## src/logic/unbalanced_load_map.svh

```systemverilog
`ifndef UNBALANCED_LOAD_MAP_SVH
`define UNBALANCED_LOAD_MAP_SVH

// Current magnitudes are unsigned fixed point, 16 bits, 1/256 of nominal per LSB.
`define UL_CUR_W 16
`define UL_TIME_W 24
`define UL_ACC_W 32
// Validity window: 0.05 x nominal is 12.8 LSB (rounded up to 13), 10 x nominal is 2560 LSB.
`define UL_MIN_VALID 16'h000D
`define UL_MAX_VALID 16'h0A00
// Ratios in 1/256 units: 1.1 -> 282, 0.95 -> 243, 0.90 -> 230.
`define UL_PU_RATIO 16'h011A
`define UL_DO_RATIO 16'h00F3
`define UL_RST_RATIO 16'h00E6
// All-ones in a threshold, delay or multiplier field stands for infinity.
`define UL_INF_CUR 16'hFFFF
`define UL_INF_TIME 24'hFF_FFFF
`define UL_INF_MULT 16'hFFFF
// Zero value of accumulator width, loaded on curve accumulator resets.
`define UL_ACC_ZERO 32'h0000_0000

`endif

```

## src/logic/unbalanced_load_pkg.sv

```systemverilog
package unbalanced_load_pkg;

    typedef enum logic [1:0] {
        CURVE_IEC = 2'b00,
        CURVE_ANSI = 2'b01
    } curve_t;

    typedef enum logic [1:0] {
        DT_IDLE = 2'b00,
        DT_RUN = 2'b01,
        DT_HOLD = 2'b11,
        DT_DONE = 2'b10
    } dt_state_t;

endpackage

```

## src/logic/definite_stage.sv

```systemverilog
`timescale 1ns/1ps
`default_nettype none
`include "unbalanced_load_map.svh"

// One definite-time stage with pickup hold (dropout stabilisation).
module definite_stage (
    input wire logic clk,
    input wire logic rst,
    input wire logic tick,
    input wire logic enable,
    input wire logic [`UL_CUR_W-1:0] negSeq,
    input wire logic [`UL_CUR_W-1:0] threshold,
    input wire logic [`UL_TIME_W-1:0] tripDelay,
    input wire logic [`UL_TIME_W-1:0] holdTime,
    output logic pickup,
    output logic trip
);
    unbalanced_load_pkg::dt_state_t state_q;
    unbalanced_load_pkg::dt_state_t state_d;
    logic [`UL_TIME_W-1:0] delayCnt_q;
    logic [`UL_TIME_W-1:0] delayCnt_d;
    logic [`UL_TIME_W-1:0] holdCnt_q;
    logic [`UL_TIME_W-1:0] holdCnt_d;
    logic trip_q;
    logic trip_d;

    wire logic over = (threshold != `UL_INF_CUR) && (negSeq >= threshold);
    wire logic delayInf = (tripDelay == `UL_INF_TIME);
    wire logic delayDone = !delayInf && (delayCnt_q >= tripDelay);
    wire logic holdDone = (holdCnt_q >= holdTime);
    wire logic [`UL_TIME_W-1:0] delayInc = (delayCnt_q == `UL_INF_TIME) ? delayCnt_q : delayCnt_q + 1'b1;

    always_comb begin
        state_d = state_q;
        delayCnt_d = delayCnt_q;
        holdCnt_d = holdCnt_q;
        trip_d = trip_q;
        if (!enable) begin
            state_d = unbalanced_load_pkg::DT_IDLE;
            delayCnt_d = '0;
            holdCnt_d = '0;
            trip_d = 1'b0;
        end else if (tick) begin
            case (state_q)
                unbalanced_load_pkg::DT_IDLE: begin
                    if (over) begin
                        state_d = unbalanced_load_pkg::DT_RUN;
                        delayCnt_d = `UL_TIME_W'(1);
                    end
                end
                unbalanced_load_pkg::DT_RUN: begin
                    delayCnt_d = delayInc;
                    if (over && delayDone) begin
                        trip_d = 1'b1;
                    end
                    if (!over) begin
                        state_d = unbalanced_load_pkg::DT_HOLD;
                        holdCnt_d = `UL_TIME_W'(1);
                    end
                end
                unbalanced_load_pkg::DT_HOLD: begin
                    delayCnt_d = delayInc;
                    holdCnt_d = holdCnt_q + 1'b1;
                    if (over) begin
                        state_d = unbalanced_load_pkg::DT_RUN;
                        holdCnt_d = '0;
                        if (delayDone) begin
                            trip_d = 1'b1;
                        end
                    end else if (holdDone) begin
                        state_d = unbalanced_load_pkg::DT_IDLE;
                        delayCnt_d = '0;
                        holdCnt_d = '0;
                        trip_d = 1'b0;
                    end
                end
                default: begin
                    state_d = unbalanced_load_pkg::DT_IDLE;
                end
            endcase
        end
    end

    always_ff @(posedge clk) begin
        if (rst) begin
            state_q <= unbalanced_load_pkg::DT_IDLE;
            delayCnt_q <= '0;
            holdCnt_q <= '0;
            trip_q <= 1'b0;
        end else begin
            state_q <= state_d;
            delayCnt_q <= delayCnt_d;
            holdCnt_q <= holdCnt_d;
            trip_q <= trip_d;
        end
    end

    assign pickup = (state_q == unbalanced_load_pkg::DT_RUN) || (state_q == unbalanced_load_pkg::DT_HOLD);
    assign trip = trip_q;
endmodule

`default_nettype wire

```

## src/logic/unbalanced_load_trip_logic.sv

```systemverilog
// Behaviour
// - Function active only if some phase above 0.05 In and all below 10 In.
// - Losing phase-current validity resets all pickups of the function.
// - Stage-one threshold reached asserts stage-one pickup and starts its delay.
// - Stage-two threshold reached asserts stage-two pickup and starts its delay.
// - Either definite delay expiring issues the trip output.
// - Inverse stage picks up only above 1.1 times its threshold.
// - Inverse trip time follows present current via the curve; trip when reached.
// - IEC curve: drop out near 95 percent, timer resets at once.
// - ANSI curve: choose instantaneous or disk dropout; instantaneous restarts from zero.
// - Disk mode: below 90 percent the accumulator decrements per reset curve.
// - Disk mode: between 90 and 95 percent the accumulator holds.
// - Blocking input resets pickups, timers and stored measured value.
// - Definite stage below threshold starts hold timer, pickup and delay continue.
// - Hold expiry without re-exceeding drops pickup and resets trip delay.
// - Re-exceeding during hold cancels hold; trip delay continues.
// - Delay expired during hold trips once threshold exceeded before hold ends.
// - Hold time never affects inverse-stage trip timing.
// - Definite stages stay active alongside the inverse stage.
// - Infinite inverse time multiplier: pickup signalled, never trips.
`timescale 1ns/1ps
`default_nettype none
`include "unbalanced_load_map.svh"

module unbalanced_load_trip_logic (
    input wire logic clk,
    input wire logic rst,
    input wire logic tick,
    input wire logic blockIn,
    input wire logic [`UL_CUR_W-1:0] phaseA,
    input wire logic [`UL_CUR_W-1:0] phaseB,
    input wire logic [`UL_CUR_W-1:0] phaseC,
    input wire logic [`UL_CUR_W-1:0] negSeq,
    input wire logic [`UL_CUR_W-1:0] stage1Threshold,
    input wire logic [`UL_TIME_W-1:0] stage1Delay,
    input wire logic [`UL_CUR_W-1:0] stage2Threshold,
    input wire logic [`UL_TIME_W-1:0] stage2Delay,
    input wire logic [`UL_TIME_W-1:0] holdTime,
    input wire logic inverseEnable,
    input wire unbalanced_load_pkg::curve_t curveType,
    input wire logic diskEmulation,
    input wire logic [`UL_CUR_W-1:0] inverse_stage_threshold,
    input wire logic [`UL_CUR_W-1:0] inverse_time_multiplier,
    input wire logic [`UL_ACC_W-1:0] curveTripLevel,
    input wire logic [`UL_ACC_W-1:0] curveRate,
    input wire logic [`UL_ACC_W-1:0] curveResetRate,
    output logic functionActive,
    output logic stage1Pickup,
    output logic stage2Pickup,
    output logic inversePickup,
    output logic stage1Trip,
    output logic stage2Trip,
    output logic inverseTrip,
    output logic tripOut,
    output logic [`UL_CUR_W-1:0] storedNegSeq,
    output logic [`UL_ACC_W-1:0] inverseAccum
);
    // The curve evaluation (rate per tick and trip level) is done outside.
    // This block only integrates the supplied rates, which keeps the divider
    // and power functions out of the fast logic at the cost of a wider port.

    function automatic logic [`UL_CUR_W+15:0] scaleRatio(
        input logic [`UL_CUR_W-1:0] level,
        input logic [15:0] ratio
    );
        scaleRatio = level * ratio;
    endfunction

    function automatic logic [`UL_CUR_W+15:0] upScale(input logic [`UL_CUR_W-1:0] cur);
        upScale = {cur, 8'h00} + (`UL_CUR_W+16)'(0);
    endfunction

    logic tick_q;
    logic [`UL_CUR_W-1:0] negSeq_q;
    logic [`UL_CUR_W-1:0] phaseA_q;
    logic [`UL_CUR_W-1:0] phaseB_q;
    logic [`UL_CUR_W-1:0] phaseC_q;
    logic inversePickup_q;
    logic inversePickup_d;
    logic [`UL_ACC_W-1:0] accum_q;
    logic [`UL_ACC_W-1:0] accum_d;
    logic inverseTrip_q;
    logic inverseTrip_d;
    logic tripOut_q;
    logic [`UL_CUR_W-1:0] stored_q;

    // Measured values are sampled on the tick so every comparison sees one set.
    always_ff @(posedge clk) begin
        if (rst) begin
            tick_q <= 1'b0;
            negSeq_q <= '0;
            phaseA_q <= '0;
            phaseB_q <= '0;
            phaseC_q <= '0;
        end else begin
            tick_q <= tick;
            if (tick) begin
                negSeq_q <= negSeq;
                phaseA_q <= phaseA;
                phaseB_q <= phaseB;
                phaseC_q <= phaseC;
            end
        end
    end

    wire logic anyAbove = (phaseA_q > `UL_MIN_VALID) || (phaseB_q > `UL_MIN_VALID) ||
        (phaseC_q > `UL_MIN_VALID);
    wire logic allBelow = (phaseA_q < `UL_MAX_VALID) && (phaseB_q < `UL_MAX_VALID) &&
        (phaseC_q < `UL_MAX_VALID);
    wire logic valid = anyAbove && allBelow;
    wire logic stageEnable = valid && !blockIn;

    definite_stage u_stage1 (
        .clk(clk),
        .rst(rst),
        .tick(tick_q),
        .enable(stageEnable),
        .negSeq(negSeq_q),
        .threshold(stage1Threshold),
        .tripDelay(stage1Delay),
        .holdTime(holdTime),
        .pickup(stage1Pickup),
        .trip(stage1Trip)
    );

    definite_stage u_stage2 (
        .clk(clk),
        .rst(rst),
        .tick(tick_q),
        .enable(stageEnable),
        .negSeq(negSeq_q),
        .threshold(stage2Threshold),
        .tripDelay(stage2Delay),
        .holdTime(holdTime),
        .pickup(stage2Pickup),
        .trip(stage2Trip)
    );

    wire logic invThrInf = (inverse_stage_threshold == `UL_INF_CUR);
    wire logic [`UL_CUR_W+15:0] curScaled = upScale(negSeq_q);
    wire logic aboveStart = !invThrInf && (curScaled > scaleRatio(inverse_stage_threshold, `UL_PU_RATIO));
    wire logic belowDrop = invThrInf || (curScaled <= scaleRatio(inverse_stage_threshold, `UL_DO_RATIO));
    wire logic belowReset = invThrInf || (curScaled <= scaleRatio(inverse_stage_threshold, `UL_RST_RATIO));
    wire logic useDisk = (curveType == unbalanced_load_pkg::CURVE_ANSI) && diskEmulation;
    wire logic multInf = (inverse_time_multiplier == `UL_INF_MULT);
    wire logic [`UL_ACC_W:0] accSum = {1'b0, accum_q} + {1'b0, curveRate};
    wire logic [`UL_ACC_W-1:0] accUp = accSum[`UL_ACC_W] ? {`UL_ACC_W{1'b1}} : accSum[`UL_ACC_W-1:0];
    wire logic [`UL_ACC_W-1:0] accDown = (accum_q > curveResetRate) ? accum_q - curveResetRate : `UL_ACC_ZERO;

    always_comb begin
        inversePickup_d = inversePickup_q;
        accum_d = accum_q;
        inverseTrip_d = inverseTrip_q;
        if (!stageEnable || !inverseEnable) begin
            inversePickup_d = 1'b0;
            accum_d = `UL_ACC_ZERO;
            inverseTrip_d = 1'b0;
        end else if (tick_q) begin
            if (aboveStart) begin
                inversePickup_d = 1'b1;
            end else if (belowDrop) begin
                inversePickup_d = 1'b0;
            end
            if (aboveStart || (inversePickup_q && !belowDrop)) begin
                accum_d = accUp;
            end else if (!useDisk) begin
                accum_d = `UL_ACC_ZERO;
            end else if (belowReset) begin
                accum_d = accDown;
            end else begin
                accum_d = accum_q;
            end
            inverseTrip_d = inversePickup_d && !multInf && (accum_d >= curveTripLevel);
        end
    end

    always_ff @(posedge clk) begin
        if (rst) begin
            inversePickup_q <= 1'b0;
            accum_q <= `UL_ACC_ZERO;
            inverseTrip_q <= 1'b0;
            tripOut_q <= 1'b0;
            stored_q <= '0;
        end else begin
            inversePickup_q <= inversePickup_d;
            accum_q <= accum_d;
            inverseTrip_q <= inverseTrip_d;
            tripOut_q <= stage1Trip || stage2Trip || inverseTrip_q;
            if (blockIn) begin
                stored_q <= '0;
            end else if (tick_q && (stage1Pickup || stage2Pickup || inversePickup_q)) begin
                stored_q <= negSeq_q;
            end
        end
    end

    assign functionActive = stageEnable;
    assign inversePickup = inversePickup_q;
    assign inverseTrip = inverseTrip_q;
    assign tripOut = tripOut_q;
    assign storedNegSeq = stored_q;
    assign inverseAccum = accum_q;
endmodule

`default_nettype wire

```

## config.mk

```make
export PLATFORM = sky130hd
export DESIGN_NAME = unbalanced_load_trip_logic
export DESIGN_NICKNAME = d
export VERILOG_FILES = /design/src/logic/unbalanced_load_pkg.sv /design/src/logic/definite_stage.sv /design/src/logic/unbalanced_load_trip_logic.sv
export VERILOG_INCLUDE_DIRS = /design/src /design/src/logic
export SDC_FILE = /design/constraint.sdc
export NUM_CORES = 1
export LEC_CHECK = 0
export ABC_CLOCK_PERIOD_IN_PS = 17300
export BUFFER_PORTS_ARGS = -buffer_cell sky130_fd_sc_hd__buf_2
export CORE_MARGIN = 2
export CORE_UTILIZATION = 35
export CTS_BUF_LIST = sky130_fd_sc_hd__clkbuf_16
export CTS_CLUSTER_SIZE = 25
export DETAILED_ROUTE_END_ITERATION = 16
export RECOVER_POWER = 100
export SLEW_MARGIN = 5
export SYNTH_ARGS = -nofsm -noshare
export SYNTH_HDL_FRONTEND = slang
export SYNTH_SLANG_ARGS = --single-unit
```

## constraint.sdc

```tcl
create_clock -name clk -period 17.3 [get_ports clk]
set_clock_uncertainty 0.1 [all_clocks]
set_input_delay 0.865 -clock clk [delete_from_list [all_inputs] [get_ports clk]]
set_output_delay 0.865 -clock clk [all_outputs]
set_load 0.01 [all_outputs]
```

---- After elaboration in Yosys (flattened, before gate mapping) ----
Index checks and enable logic that the tools add are counted.
operators by class
  $add $sub $neg .......................... 6
  multiply operators ...................... 3
  magnitude comparators ................... 17
  eq/ne operators ......................... 23
  mux-type cells .......................... 49
  bitwise gates (word level) .............. 1
  reduce and logical (&&, ||, !) cells .... 53
operator list
  cell                     number
  $mux W24                 14
  $mux W32                 7
  $pmux W24 S3             2
  $add A24 B1 Y24 const B  4
  $eq A24 B24 Y1 const B   4
  $ge A24 B24 Y1           4
  $pmux W24 S2             2
  $gt A16 B4 Y1 const B    3
  $le A24 B24 Y1           2
  $lt A16 B12 Y1 const B   3
  $mul A16 B8 Y24 const B  2
  $add A32 B32 Y33         1
  $eq A16 B16 Y1 const B   2
  $ge A16 B16 Y1           2
  $ge A32 B32 Y1           1
  $gt A32 B32 Y1           1
  $ne A16 B16 Y1 const B   2
  $sub A32 B32 Y32         1
  $gt A24 B25 Y1           1
  $mul A16 B7 Y23 const B  1
  $logic_and A1 B1 Y1      16
  $mux W2                  8
  $logic_or A1 B1 Y1       12
  $mux W1                  12
  17 further kinds         45
word-level totals
  flip-flop bits (word level) ............. 218
  output and inout bits ................... 56
  word-level logic and storage cells ...... 170

---- Depth between registers and ports, before layout ----
  depth after elaboration ................. 11
  mapped depth ............................ 41
  depth with buffers taken out ............ 39

---- Hierarchy ----
Synthesis repeated with hierarchy kept, for this count alone.
second synthesis, totals
  cells, all modules ...................... 3119
  area, all modules ....................... 25283.0 µm²
by module, submodules not included
  module                      times used  cells an instance  area an instance (µm²)
  unbalanced_load_trip_logic  1           2042               16803.6
  definite_stage at u_stage2  1           533                4282.9
  definite_stage at u_stage1  1           544                4196.5

---- Worst setup path after synthesis ----
Ideal clock, no wire load.
  kind .................................... input port to flip-flop
  from .................................... in inverse_stage_threshold[4]
  to ...................................... reg inverseTrip_q (netlist: inverseTrip)
  setup time .............................. 132 ps
  arrival time ............................ 8371 ps
  required time ........................... 17068 ps
  setup slack ............................. 8697 ps
  cell stages on the path ................. 38
  cell sequence ........................... inv_1 fa_1 inv_1 fa_1 inv_1 fa_1 fa_1 inv_1 ha_1 or4_1 o21ai_1 o311a_1 a211o_1 o211ai_1 a31o_2 a21oi_1 xor2_1 ha_1 [2 not listed] a221o_1 nor3_1 o22ai_2 o311a_1 buf_6 buf_6 a22oi_1 ha_1 a21o_1 a21o_1 a21o_1 a21o_1 a21oi_1 nor2b_1 o21ai_0 a31oi_1 o311ai_0 a21oi_1
between the ends
  longest elaborated chain between the ends .. 11
  elaborated cells on any way between the ends .. 26
  those cells by class .................... mul: 3; order compare: 4; eq/ne: 1; mux: 9; reduce/logical: 9
ends and longest elaborated chain
  element                  line                               text
  start, declared          unbalanced_load_trip_logic.sv:42   input wire logic [`UL_CUR_W-1:0] inverse_stage_threshold,
  $mul A16 B8 Y24          unbalanced_load_trip_logic.sv:66   scaleRatio = level * ratio;
  $le A24 B24 Y1           unbalanced_load_trip_logic.sv:142  wire logic belowDrop = invThrInf || (curScaled <= scaleRatio(inverse_stage_threshold, `UL_DO_RATIO));
  $logic_or A1 B1 Y1       unbalanced_load_trip_logic.sv:142
  $logic_not A1 Y1         unbalanced_load_trip_logic.sv:164  if (aboveStart || (inversePickup_q && !belowDrop)) begin
  $logic_and A1 B1 Y1      unbalanced_load_trip_logic.sv:164
  $logic_or A1 B1 Y1       unbalanced_load_trip_logic.sv:164
  $mux W32                 unbalanced_load_trip_logic.sv:164
  $mux W32                 unbalanced_load_trip_logic.sv:158  end else if (tick_q) begin
  $mux W32                 unbalanced_load_trip_logic.sv:154  if (!stageEnable || !inverseEnable) begin
  $ge A32 B32 Y1           unbalanced_load_trip_logic.sv:173  inverseTrip_d = inversePickup_d && !multInf && (accum_d >= curveTripLevel);
  $logic_and A1 B1 Y1 (*)  unbalanced_load_trip_logic.sv:173
  end signal, assigned     unbalanced_load_trip_logic.sv:187  inverseTrip_q <= inverseTrip_d;
  end, declared            unbalanced_load_trip_logic.sv:82   logic inverseTrip_q;
Every way passes the cells marked *; elsewhere a longest branch is shown, timed or not. The select of a mux whose other input is x is not followed.
A chain may end at the register's enable or synchronous reset.

---- Worst setup path after layout ----
  from .................................... in inverse_stage_threshold[3]
  to ...................................... reg inverseTrip_q (netlist: inverseTrip)
Same word-level chain as after synthesis.

==> run metrics <==
crit path capture inverseTrip$_SDFFE_PP0P_; Leakage 14.08 nW; endpoint of the worst-slack reg-to-reg timing path inverseTrip$_SDFFE_PP0P_; total power divided by cell area about 86 nW/um^2; final wirelength about 76,000 um; residual antenna-violating net count after detailed routing 0; Final HPWL DP 62,550 um; startpoint kind of the worst setup timing path input pin; total clock buffers created by CTS 28; Post-CTS Setup Repair Bufs 0; Ys Warns 0; number of failing setup endpoints in the final timing report 0; switching component of the power 1.013 mW; max-slew violation total from the final report 180; clock transition at the registers of the reported paths ~60 ps; core utilization of the finished layout between 40% and 50%; Final period util a little under two thirds; clock network fraction of total power 24.5%; number of DRC markers after the initial detailed-route iteration ~1,000; layout cells sized above 1 approximately 11%; slowest cell delay on critical path 1380 ps; average cell area after synthesis around 8.1 sq um; master cell of the clock root buffer clkbuf_16; cell type with the highest aggregate area in the netlist ha_1; worst skew pair latency approximately 570 ps; sum of internal, switching and leakage power 2.454 mW; per-cell via count in the routed design slightly above 5; run status finished with violations; switching part of the total power 41.28%; Die Height 270.9 um; top post-synthesis cells by area ha_1 22%, dfxtp_1 17%, fa_1 8.0%; share of power burned in registers around a fifth; maximum number of pins on one net before global-route repair 67; sequential cell area fraction in the yosys report around 17%; CTS H-Tree Depth 1; DR DRC count 0; critical path launch point inverse_stage_threshold[3]; failing checks capacitance limit, slew limit; fin crit period ~11,000 ps; count of final hold-check violations 0; grt total ovfl 0; final weighted congestion in routability-driven placement just under 0.9; setup slack at placement 6758 ps; slew at the pin closest to its max-slew limit a little over 4000 ps; wire length of the first global-routing pass 119,200 um; Hold Path Class register to register; number of search-and-repair iterations in the first detailed-routing pass 5; accumulated negative setup slack 0 ps; syn nets 3,930; number of flops mapped to enable cells by yosys 0; total standard cell area after synthesis roughly 25,000 sq um; gr usage total between 20 and 25%; IO Count 360; Yosys top cell area share 21.68%; highest-delay cell along the critical path clkbuf_1; count of input and output buffers 356; Num Clock Sinks roughly 220; Total Nets Final approximately 4,200; tightest hold margin 358.1 ps; relative slew slack -174.4%; Syn Inst Count slightly above 3,000; Yosys reg bits ~220; Chip Width approximately 270 um; setup repair after global routing missed its margin false; CP arrival around 11,000 ps; startpoint of the lowest-slack register-to-register path negSeq_q[6]$_SDFFE_PP0P_; Setup crit end kind register; post-layout worst setup margin about 6300 ps; DIE AREA roughly 73,000 sq um; cell depth of the worst flop-to-flop path 19; Area growth syn-to-layout 14.26%; average wire length per cell after detail routing ~17 um; Gate power share between 50% and 60%; count of hold buffers inserted by post-cts repair 0; vias around 23,000; critical setup path kind input pin to register; most frequent standard cell in the layout excluding fill and tap cells ha_1; clock tree from TritonCTS yes; number of cell rows slightly below 100; fraction of registers with async set/reset 0%; floorplan core area 70,270 sq um; data required time of the worst path 17,630 ps; Max-Cap Viols 6; highest achievable clock rate 90.53 MHz; design internal power around 1.4 mW; Longest Clk Path Bufs 3; via count of the first global-routing pass 21,960; antenna violations before repair 12; starting density of the core 35.47%; Crit Path Max Fanout 37; Distinct cells, synth roughly 90; count of instances resized after the clock tree is built 0; setup slack, reg-to-reg roughly 11,000 ps; worst-case vdd ir drop approximately 0.065 mV; commonest cells after routing, fill and taps aside 432 x ha_1, 415 x inv_1, 298 x buf_2, 269 x nor2_1, 214 x dfxtp_1; top flip-flop cell by instance count after synthesis dfxtp_1
==> registers in the layout, indices dropped and copies added (netlist names) <==
register	cells
phaseC_q	15
inverseTrip	1
inversePickup	1
u_stage2.state_q	2
storedNegSeq	16
u_stage2.trip	1
tick_q	1
phaseB_q	15
u_stage2.holdCnt_q	24
u_stage1.state_q	2
inverseAccum	32
negSeq_q	16
tripOut	1
u_stage1.holdCnt_q	24
u_stage2.delayCnt_q	24
u_stage1.trip	1
u_stage1.delayCnt_q	24
phaseA_q	15
==> metal layers <==
metal / wire length, um / GRT usage, %
met1: 35590 / 27.07
met5: 50 / 0
met3: 3426 / 2.245
met4: 1490 / 4.580
met2: 35750 / 34.76
==> power groups by stage <==
| stage | logic, mW | registers (mW) | clock network [mW] |
|---|---|---|---|
| floorplan | 1.04 | 0.521 | 0 |
| global placement | 1.34 | 0.527 | 0 |
| detailed placement | 1.35 | 0.527 | 0 |
| CTS | 1.36 | 0.516 | 0.619 |
| global route | 1.55 | 0.517 | 0.637 |
| finish | 1.34 | 0.516 | 0.600 |
==> stage by stage <==
stage | instance area (sq um) | instances
after floorplan | 24930 | 3094
after global placement | 27710 | 4323
after detailed placement | 27710 | 4323
after CTS | 28630 | 4373
after global routing | 28470 | 4374
final | 28480 | 4378
==> cell type report <==
class,count,area [sq um]
fillers,7298,41790
clock buffers,29,725.7
diodes,5,12.51
well taps,940,1176
repair buffers,374,1826
multi-input cells,2384,18700
clock inverters,21,201.4
flip-flops and latches,215,4305
inverters,410,1539
==> worst min-delay path by stage <==
| stage | start | end | slack (ps) | cells past startpoint |
|---|---|---|---|---|
| 2_1_floorplan | u_stage2.delayCnt_q[23]$_SDFFE_PP0P_ | u_stage2.delayCnt_q[23]$_SDFFE_PP0P_ | 360 | 1 |
| 3_3_place_gp | storedNegSeq[15]$_SDFFE_PP0P_ | storedNegSeq[15]$_SDFFE_PP0P_ | 340 | 2 |
| 3_5_place_dp | storedNegSeq[2]$_SDFFE_PP0P_ | storedNegSeq[2]$_SDFFE_PP0P_ | 340 | 2 |
| 4_1_cts | storedNegSeq[1]$_SDFFE_PP0P_ | storedNegSeq[1]$_SDFFE_PP0P_ | 360 | 2 |
| 5_1_grt | storedNegSeq[10]$_SDFFE_PP0P_ | storedNegSeq[10]$_SDFFE_PP0P_ | 380 | 2 |
| 6_report | storedNegSeq[1]$_SDFFE_PP0P_ | storedNegSeq[1]$_SDFFE_PP0P_ | 360 | 2 |
==> critical path: cells and delay by family <==
family,cells,cell delay (ps)
compound gates,18,4270
simple gates,6,920
buf+inv,6,2200
xor+xnor,1,120
fa+ha+maj,7,2970
==> cells in the mapped netlist, types with 7 or more instances <==
master,number
nor4_1,27
o21ai_1,11
o31ai_1,13
a31oi_1,31
nand3b_1,7
nand2_1,187
and4_1,13
o21bai_1,12
ha_1,432
a221o_1,9
mux2i_1,80
nor3_1,75
fa_1,100
clkbuf_1,59
o21ai_0,107
or3_1,21
or4_1,9
and2_1,16
xnor2_1,89
and3_1,26
nor2_1,270
nand4_1,85
nand2b_1,29
buf_2,15
or2_2,9
inv_1,410
nand3_1,84
o211ai_1,16
a21oi_1,207
o21a_1,25
a211o_1,9
dfxtp_1,215
o211a_1,9
a211oi_1,41
a21o_1,118
xor2_1,78
a22oi_1,16
nor2b_1,25
==> cell families (layout without fill, tap and decap cells) <==
family / Yosys count / count (layout) / synth area share, %
AND/OR/NAND/NOR: 903 / 903 / 17.70
AO/OA/AOI/OAI: 702 / 702 / 18.61
adder cells (fa/ha/maj): 532 / 532 / 29.71
buffers and inverters: 495 / 834 / 7.624
flip-flops: 215 / 215 / 17.27
XOR/XNOR: 167 / 167 / 5.868
multiplexers: 80 / 80 / 3.212
other: 0 / 5 / 0
Power figures use the tool's default switching activity.
